[config.mk]
export PLATFORM = sky130hd
export DESIGN_NAME = or_move_pointer_load_exec
export DESIGN_NICKNAME = d
export VERILOG_FILES = /design/src/ompl_pkg.sv /design/src/ompl_decode.sv /design/src/or_move_pointer_load_exec.sv
export VERILOG_INCLUDE_DIRS = /design/src
export SDC_FILE = /design/constraint.sdc
export NUM_CORES = 1
export LEC_CHECK = 0
export BUFFER_PORTS_ARGS = -buffer_cell sky130_fd_sc_hd__buf_2
export CAP_MARGIN = 25
export CELL_PAD_IN_SITES_DETAIL_PLACEMENT = 1
export CELL_PAD_IN_SITES_GLOBAL_PLACEMENT = 1
export CORE_MARGIN = 2
export CORE_UTILIZATION = 44
export DETAILED_ROUTE_END_ITERATION = 12
export GPL_ROUTABILITY_DRIVEN = 0
export PLACE_DENSITY = 0.82
export SYNTH_ARGS = -nofsm -noshare
export SYNTH_HDL_FRONTEND = slang
export SYNTH_SLANG_ARGS = --single-unit
[constraint.sdc]
create_clock -name clk_sys -period 4.2 [get_ports clk_sys]
set_input_delay 0.84 -clock clk_sys [delete_from_list [all_inputs] [get_ports clk_sys]]
set_output_delay 0.84 -clock clk_sys [all_outputs]
set_load 0.02 [all_outputs]
[src/ompl_map.svh]
// Function
// - Opcode high byte 0000 1001 ORs the accumulator with the low-byte immediate, writes the accumulator and updates both flags.
// - Opcode top bits 0001 00 ORs the accumulator with the addressed data register and updates both flags.
// - Target bit 0 sends the result to the accumulator, target bit 1 writes it back to the addressed data register.
// - Selector bit 0 addresses the fixed common bank and ignores the bank select register.
// - Selector bit 1 forms the address from the bank select register and the 8-bit operand location.
// - The pointer load is two words, 1110 1110 with index and upper nibble, then 1111 0000 with the low byte, over two cycles.
// - The pointer load index picks one of three pointers, 0 to 2, and carries a 12-bit immediate 0 to 4095.
// - Opcode top bits 0101 00 copies the addressed register to the chosen target and updates both flags.
// - The 8-bit operand location reaches any byte of a 256-byte bank.
`ifndef OMPL_MAP_SVH
`define OMPL_MAP_SVH

`define OMPL_OP_OR_IMM 8'h09
`define OMPL_OP_OR_REG 6'h04
`define OMPL_OP_MOVE 6'h14
`define OMPL_OP_PTR_FIRST 8'hEE
`define OMPL_OP_PTR_SECOND 8'hF0
`define OMPL_PTR_ZERO_BITS 2'h0
`define OMPL_DEST_BIT 9
`define OMPL_BANK_BIT 8
`define OMPL_PTR_IDX_HI 5
`define OMPL_PTR_IDX_LO 4
`define OMPL_PTR_COUNT 2'h3
`define OMPL_ACCESS_BANK 4'h0
`define OMPL_ACC_RESET 8'h00
`define OMPL_PTR_RESET 12'h000
`define OMPL_ADDR_RESET 12'h000

`endif

[src/ompl_pkg.sv]
package ompl_pkg;

	// gray order along the four phases
	typedef enum logic [1:0] {
		OMPL_Q1 = 2'h0,
		OMPL_Q2 = 2'h1,
		OMPL_Q3 = 2'h3,
		OMPL_Q4 = 2'h2
	} ompl_phase_e;

	typedef enum logic [2:0] {
		OMPL_NONE = 3'h0,
		OMPL_OR_IMM = 3'h1,
		OMPL_OR_REG = 3'h2,
		OMPL_MOVE = 3'h3,
		OMPL_PTR_HI = 3'h4,
		OMPL_PTR_LO = 3'h5
	} ompl_op_e;

	typedef struct packed {
		ompl_op_e op;
		logic dest;
		logic useBank;
		logic [7:0] operand;
		logic [1:0] ptrIdx;
	} ompl_dec_s;

	typedef struct packed {
		logic [7:0] acc;
		logic msbSet;
		logic allClear;
	} ompl_core_s;

endpackage : ompl_pkg

[src/ompl_decode.sv]
`timescale 1ns/1ps
`include "ompl_map.svh"
module ompl_decode (
	// instruction word
	input wire logic [15:0] instrWord,
	// pointer load second word expected
	input wire logic pendingLow,
	input wire logic [1:0] heldIdx,
	// decoded fields
	output ompl_pkg::ompl_dec_s dec
);
	import ompl_pkg::*;

	wire isOrImm = instrWord[15:8] == `OMPL_OP_OR_IMM;
	wire isOrReg = instrWord[15:10] == `OMPL_OP_OR_REG;
	wire isMove = instrWord[15:10] == `OMPL_OP_MOVE;
	wire isPtrFirst = (instrWord[15:8] == `OMPL_OP_PTR_FIRST)
		&& (instrWord[7:6] == `OMPL_PTR_ZERO_BITS);
	wire isPtrSecond = instrWord[15:8] == `OMPL_OP_PTR_SECOND;

	// a stray second word outside a pointer load does nothing, as does any word
	// other than the second one while it is awaited
	wire ompl_op_e opSel = pendingLow ? (isPtrSecond ? OMPL_PTR_LO : OMPL_NONE) :
		isOrImm ? OMPL_OR_IMM :
		isOrReg ? OMPL_OR_REG :
		isMove ? OMPL_MOVE :
		isPtrFirst ? OMPL_PTR_HI : OMPL_NONE;

	assign dec.op = opSel;
	assign dec.dest = instrWord[`OMPL_DEST_BIT];
	assign dec.useBank = instrWord[`OMPL_BANK_BIT];
	assign dec.operand = instrWord[7:0];
	assign dec.ptrIdx = pendingLow ? heldIdx : instrWord[`OMPL_PTR_IDX_HI:`OMPL_PTR_IDX_LO];

endmodule : ompl_decode

[src/or_move_pointer_load_exec.sv]
`timescale 1ns/1ps
`include "ompl_map.svh"
module or_move_pointer_load_exec (
	// clock and reset
	input wire logic clk_sys,
	input wire logic resetn,
	// instruction stream
	input wire logic [15:0] instrWord,
	input wire logic instrValid,
	output logic instrReady,
	// bank selector from the core
	input wire logic [3:0] bankSelect,
	// data memory, read data arrives the phase after the address
	output logic [11:0] memAddr,
	output logic memRdEn,
	input wire logic [7:0] memRdData,
	output logic memWrEn,
	output logic [7:0] memWrData,
	// core state
	output ompl_pkg::ompl_core_s coreState,
	output logic [2:0][11:0] pointerOut,
	output ompl_pkg::ompl_phase_e phase
);
	import ompl_pkg::*;

	////////////////////////////////////////////////////////////////////////////
	// reset release
	logic rstSync1;
	logic rstSync2;
	wire rstN = rstSync2;

	always_ff @(posedge clk_sys or negedge resetn) begin
		if (!resetn) begin
			rstSync1 <= 1'b0;
			rstSync2 <= 1'b0;
		end else begin
			rstSync1 <= 1'b1;
			rstSync2 <= rstSync1;
		end
	end

	////////////////////////////////////////////////////////////////////////////
	// phase sequencer
	ompl_phase_e next_phase;

	always_comb begin
		case (phase)
			OMPL_Q1: next_phase = OMPL_Q2;
			OMPL_Q2: next_phase = OMPL_Q3;
			OMPL_Q3: next_phase = OMPL_Q4;
			OMPL_Q4: next_phase = OMPL_Q1;
			default: next_phase = OMPL_Q1;
		endcase
	end

	always_ff @(posedge clk_sys or negedge rstN) begin
		if (!rstN) phase <= OMPL_Q1;
		else phase <= next_phase;
	end

	// a word is taken only in the decode phase
	assign instrReady = phase == OMPL_Q1;

	////////////////////////////////////////////////////////////////////////////
	// decode
	ompl_dec_s decWord;
	ompl_dec_s decReg;
	logic pendingLow;
	logic [1:0] heldIdx;
	logic [7:0] accReg;
	logic [7:0] resultReg;
	logic msbSet;
	logic allClear;
	logic [11:0] ptrReg [0:2];

	ompl_decode uDecode (
		.instrWord(instrWord),
		.pendingLow(pendingLow),
		.heldIdx(heldIdx),
		.dec(decWord)
	);

	// ready stands through reset, so the word is gated here until release
	wire takeWord = instrReady && instrValid && rstN;
	wire decIsReg = (decWord.op == OMPL_OR_REG) || (decWord.op == OMPL_MOVE);
	wire regIsReg = (decReg.op == OMPL_OR_REG) || (decReg.op == OMPL_MOVE);
	wire regSetsFlags = regIsReg || (decReg.op == OMPL_OR_IMM);
	wire [3:0] bankUsed = decWord.useBank ? bankSelect : `OMPL_ACCESS_BANK;
	wire [11:0] addrSel = {bankUsed, decWord.operand};
	wire ptrIdxOk = decReg.ptrIdx < `OMPL_PTR_COUNT;

	function automatic logic [7:0] execResult(input ompl_op_e op, input logic [7:0] acc,
		input logic [7:0] imm, input logic [7:0] rd);
		case (op)
			OMPL_OR_IMM: execResult = acc | imm;
			OMPL_OR_REG: execResult = acc | rd;
			OMPL_MOVE: execResult = rd;
			default: execResult = acc;
		endcase
	endfunction : execResult

	wire [7:0] aluOut = execResult(decReg.op, accReg, decReg.operand, memRdData);

	////////////////////////////////////////////////////////////////////////////
	// Q1 edge: latch decode, present operand address
	always_ff @(posedge clk_sys or negedge rstN) begin
		if (!rstN) begin
			decReg <= '0;
			memAddr <= `OMPL_ADDR_RESET;
			memRdEn <= 1'b0;
		end else if (phase == OMPL_Q1) begin
			decReg <= takeWord ? decWord : '0;
			memAddr <= addrSel;
			memRdEn <= takeWord && decIsReg;
		end else begin
			memRdEn <= 1'b0;
		end
	end

	////////////////////////////////////////////////////////////////////////////
	// Q3 edge: process, Q4 holds the write strobe to memory
	always_ff @(posedge clk_sys or negedge rstN) begin
		if (!rstN) begin
			resultReg <= `OMPL_ACC_RESET;
			memWrData <= `OMPL_ACC_RESET;
			memWrEn <= 1'b0;
		end else if (phase == OMPL_Q3) begin
			resultReg <= aluOut;
			memWrData <= aluOut;
			memWrEn <= regIsReg && decReg.dest;
		end else begin
			memWrEn <= 1'b0;
		end
	end

	////////////////////////////////////////////////////////////////////////////
	// Q4 edge: accumulator, flags and pointers
	always_ff @(posedge clk_sys or negedge rstN) begin
		if (!rstN) begin
			accReg <= `OMPL_ACC_RESET;
			msbSet <= 1'b0;
			allClear <= 1'b0;
		end else if (phase == OMPL_Q4) begin
			if (decReg.op == OMPL_OR_IMM || (regIsReg && !decReg.dest)) accReg <= resultReg;
			if (regSetsFlags) begin
				msbSet <= resultReg[7];
				allClear <= resultReg == 8'h00;
			end
		end
	end

	// the second word must follow directly; any other word cancels the wait,
	// and a first word with index 3 opens no wait at all
	always_ff @(posedge clk_sys or negedge rstN) begin
		if (!rstN) begin
			pendingLow <= 1'b0;
			heldIdx <= 2'h0;
		end else if (phase == OMPL_Q4) begin
			pendingLow <= (decReg.op == OMPL_PTR_HI) && ptrIdxOk;
			heldIdx <= decReg.ptrIdx;
		end
	end

	// index 3 is not a pointer, so its loads are dropped
	always_ff @(posedge clk_sys or negedge rstN) begin
		if (!rstN) begin
			for (int i = 0; i < 3; i++) ptrReg[i] <= `OMPL_PTR_RESET;
		end else if (phase == OMPL_Q4 && ptrIdxOk) begin
			if (decReg.op == OMPL_PTR_HI) ptrReg[decReg.ptrIdx][11:8] <= decReg.operand[3:0];
			if (decReg.op == OMPL_PTR_LO) ptrReg[decReg.ptrIdx][7:0] <= decReg.operand;
		end
	end

	assign coreState.acc = accReg;
	assign coreState.msbSet = msbSet;
	assign coreState.allClear = allClear;
	assign pointerOut[0] = ptrReg[0];
	assign pointerOut[1] = ptrReg[1];
	assign pointerOut[2] = ptrReg[2];

	////////////////////////////////////////////////////////////////////////////
	// checks
	property p_phaseOrder;
		@(posedge clk_sys) disable iff (!rstN)
		rstN && phase == OMPL_Q1 |=> phase == OMPL_Q2 ##1 phase == OMPL_Q3 ##1 phase == OMPL_Q4;
	endproperty
	a_phaseOrder: assert property (p_phaseOrder) else $error("phase order broken");

	property p_orImm;
		@(posedge clk_sys) disable iff (!rstN)
		(phase == OMPL_Q3 && decReg.op == OMPL_OR_IMM)
			|=> ##1 accReg == ($past(accReg, 2) | $past(decReg.operand, 2));
	endproperty
	a_orImm: assert property (p_orImm) else $error("immediate or result wrong");

	property p_orReg;
		@(posedge clk_sys) disable iff (!rstN)
		(phase == OMPL_Q3 && decReg.op == OMPL_OR_REG)
			|=> resultReg == ($past(accReg) | $past(memRdData));
	endproperty
	a_orReg: assert property (p_orReg) else $error("register or result wrong");

	property p_move;
		@(posedge clk_sys) disable iff (!rstN)
		(phase == OMPL_Q3 && decReg.op == OMPL_MOVE) |=> resultReg == $past(memRdData);
	endproperty
	a_move: assert property (p_move) else $error("move result wrong");

	property p_destMem;
		@(posedge clk_sys) disable iff (!rstN)
		(phase == OMPL_Q4 && regIsReg && decReg.dest)
			|-> memWrEn && memWrData == resultReg ##1 accReg == $past(accReg);
	endproperty
	a_destMem: assert property (p_destMem) else $error("write back to register wrong");

	property p_destAcc;
		@(posedge clk_sys) disable iff (!rstN)
		(phase == OMPL_Q4 && regIsReg && !decReg.dest) |-> !memWrEn ##1 accReg == $past(resultReg);
	endproperty
	a_destAcc: assert property (p_destAcc) else $error("write to accumulator wrong");

	property p_accessBank;
		@(posedge clk_sys) disable iff (!rstN)
		(takeWord && decIsReg && !decWord.useBank) |=> memRdEn && memAddr[11:8] == `OMPL_ACCESS_BANK;
	endproperty
	a_accessBank: assert property (p_accessBank) else $error("common bank not used");

	property p_bankSel;
		@(posedge clk_sys) disable iff (!rstN)
		(takeWord && decIsReg && decWord.useBank)
			|=> memAddr == {$past(bankSelect), $past(instrWord[7:0])};
	endproperty
	a_bankSel: assert property (p_bankSel) else $error("banked address wrong");

	property p_flags;
		@(posedge clk_sys) disable iff (!rstN)
		(phase == OMPL_Q4 && regSetsFlags)
			|=> msbSet == $past(resultReg[7]) && allClear == ($past(resultReg) == 8'h00);
	endproperty
	a_flags: assert property (p_flags) else $error("flag update wrong");

	property p_ptrHigh;
		@(posedge clk_sys) disable iff (!rstN)
		(phase == OMPL_Q4 && decReg.op == OMPL_PTR_HI && ptrIdxOk)
			|=> pointerOut[$past(decReg.ptrIdx)][11:8] == $past(decReg.operand[3:0]) && pendingLow;
	endproperty
	a_ptrHigh: assert property (p_ptrHigh) else $error("pointer high byte wrong");

	property p_ptrLow;
		@(posedge clk_sys) disable iff (!rstN)
		(phase == OMPL_Q4 && decReg.op == OMPL_PTR_LO && ptrIdxOk)
			|=> pointerOut[$past(decReg.ptrIdx)][7:0] == $past(decReg.operand) && !pendingLow;
	endproperty
	a_ptrLow: assert property (p_ptrLow) else $error("pointer low byte wrong");

endmodule : or_move_pointer_load_exec

==> results.json <==
{
  "async_flop_share": 1.00,
  "cts_tree": "yes",
  "avgSynthCellArea_um2": 12.6,
  "cp_max_fo": 26,
  "setup_slack_ns": 1.32,
  "syn_nets": 329,
  "die_x_um": 96.2,
  "ioPinCount": 102,
  "relSlewSlack": 0.525,
  "portBuffers": 101,
  "cts-htree-levels": 3,
  "post-route-min-period_ns": 2.88,
  "cts-buffers-inserted": 9,
  "ys_top_cells_by_area": "dfrtp_1 59%, mux2_2 8.7%, nand2_1 4.8%",
  "final_cell_mix": "101 x buf_2, 88 x dfrtp_1, 48 x nand2_1",
  "grt-ovfl-total": 0,
  "die-height_um": 96.2,
  "antenna_found_initial": 0,
  "synth_top_cell_by_area": "dfrtp_1",
  "via_per_inst": 5.43,
  "syn_inst": 298,
  "setup_viol": 0,
  "postCtsHoldBufs": 0,
  "dp_hpwl_um": 6650,
  "dpl-instance-area_mm2": 0.00431,
  "critPathRequiredTime_ns": 3.36,
  "row_count": 33,
  "antenna_cells": 0,
  "grt_pass1_wl_um": 14900,
  "fin_util": 0.549,
  "clkTransAtPathRegs_ns": 0.09,
  "grt_max_degree": 58,
  "max_cap_viol_count": 0,
  "hold_class": "in2async",
  "vdd_drop_max_mv": 0.254,
  "dr.pass1.iters": 4,
  "synth_edf_count": 0,
  "areaGrowthSynthToFinish_pct": 20.4,
  "cts_root_buffer": "clkbuf_8",
  "drive_above_1_share": 0.406,
  "drc": 0,
  "first_global_vias": 2813,
  "cp-start-kind": "register",
  "clk-insertion-delay-late_ns": 0.35,
  "drt_wl_total_um": 9420,
  "end_kind": "primary output",
  "grt_use_total": 0.216,
  "worst_pin_slew_ns": 0.712,
  "final.setup.tns_ns": 0,
  "syn-cell-area_mm2": 0.00374,
  "fin_total_pwr_mw": 1.53,
  "crit_arrival_ns": 2.04,
  "ys_warn_count": 0,
  "period_share": 0.686,
  "fmax_ghz": 0.347,
  "clockBufferDepth": 2,
  "finClkSkew_ns": 0.00837,
  "post-place-ws_ns": 1.68,
  "synth_top_area_frac": 0.595,
  "dieArea_mm2": 0.00926,
  "ant_nets": 0,
  "maxSlewViolCount": 0,
  "yosys_most_used_dff": "dfrtp_1",
  "wl_per_cell_um": 18.7,
  "status": "finished clean",
  "fin_area_mm2": 0.00451,
  "routed-via-count": 2739,
  "layout.nets": 425,
  "p_per_area_mw_per_mm2": 340,
  "drtIter0Drc": 87,
  "clock_sinks": 89,
  "ys_seq_elements": 89,
  "coreArea_mm2": 0.00822,
  "p_leak_nw": 2.49,
  "cts_resized": 0,
  "path_class": "reg2out",
  "final_common_cell": "buf_2",
  "start_util": 0.456,
  "rsz0062_at_grt": "false",
  "final_hold_viol_count": 0,
  "cts_setup_buffers": 0,
  "yosysSeqAreaShare": 0.595,
  "ys_types": 49
}
[worst max-delay path: stages, from the launching register on]
cell and delay (ns):
dfrtp_1 0.50, or2_2 0.53, inv_1 0.40, buf_2 0.25
[routing by layer]
layer  track usage  vias up  share of wire
li1              -     1243              -
met1         0.298     1394           0.46
met2         0.343       87           0.47
met3        0.0352       15          0.051
met4        0.0798        0          0.016
met5             0        -              0
[cell families after synthesis]
| kind of cell | count (synthesis) | synth area share |
|---|---|---|
| compound gates | 41 | 0.0762 |
| flops | 89 | 0.595 |
| buf+inv | 23 | 0.0274 |
| mux | 48 | 0.152 |
| other cells | 1 | 0.00100 |
| simple gates | 96 | 0.148 |
[through the flow]
step | hold WS [ns] | instances
finish | 0.253 | 504
global route | 0.235 | 504
CTS | 0.233 | 504
detailed placement | 0.290 | 488
global placement | 0.278 | 488
floorplan | 0.331 | 298
[cell type report]
| class | instances | area [um2] |
|---|---|---|
| sequential | 89 | 2230 |
| fill | 892 | 3710 |
| inverter | 6 | 22.5 |
| clock inverter | 7 | 71.3 |
| tap | 105 | 131 |
| multi-input combinational | 186 | 1410 |
| clock buffer | 9 | 124 |
| timing repair buffer | 102 | 513 |
[flip-flops by register name, indices dropped and copies added, names as in the netlist]
name        cells
accReg          8
allClear        1
decReg         14
heldIdx         2
memAddr        12
memRdEn         1
memWrEn         1
msbSet          1
pendingLow      1
phase           2
pointerOut     36
resultReg       8
rstN            1
rstSync1        1
[worst paths after layout]
path                                 start  cells after the start  slack [ns]        endpoint
worst max-delay path              phase[1]                      3        1.32      instrReady
worst min-delay path                resetn                      1        0.25            rstN
worst max register to register  decReg[12]                      3        2.23  pointerOut[31]
worst min register to register        rstN                      0        0.28  pointerOut[19]
max in group asynchronous             rstN                      1        2.84  pointerOut[28]
min in group clk_sys              rstSync1                      0        0.36            rstN
[cells in the mapped netlist (all sizes together), types with 2 or more instances]
library cell,count
and3b,9
o21ai,12
nand3b,2
a21oi,2
dfrtp,89
nor4b,4
nand3,5
nor2,10
inv,6
a31oi,8
nor4,4
mux2,48
buf,7
nand2b,2
clkbuf,10
nand2,48
a22o,9
[power breakdown]
part / switching, mW / internal [mW]
registers: 0.0217 / 0.869
logic: 0.0417 / 0.0251
clock network: 0.303 / 0.274
(Power assumes the default switching activity.)
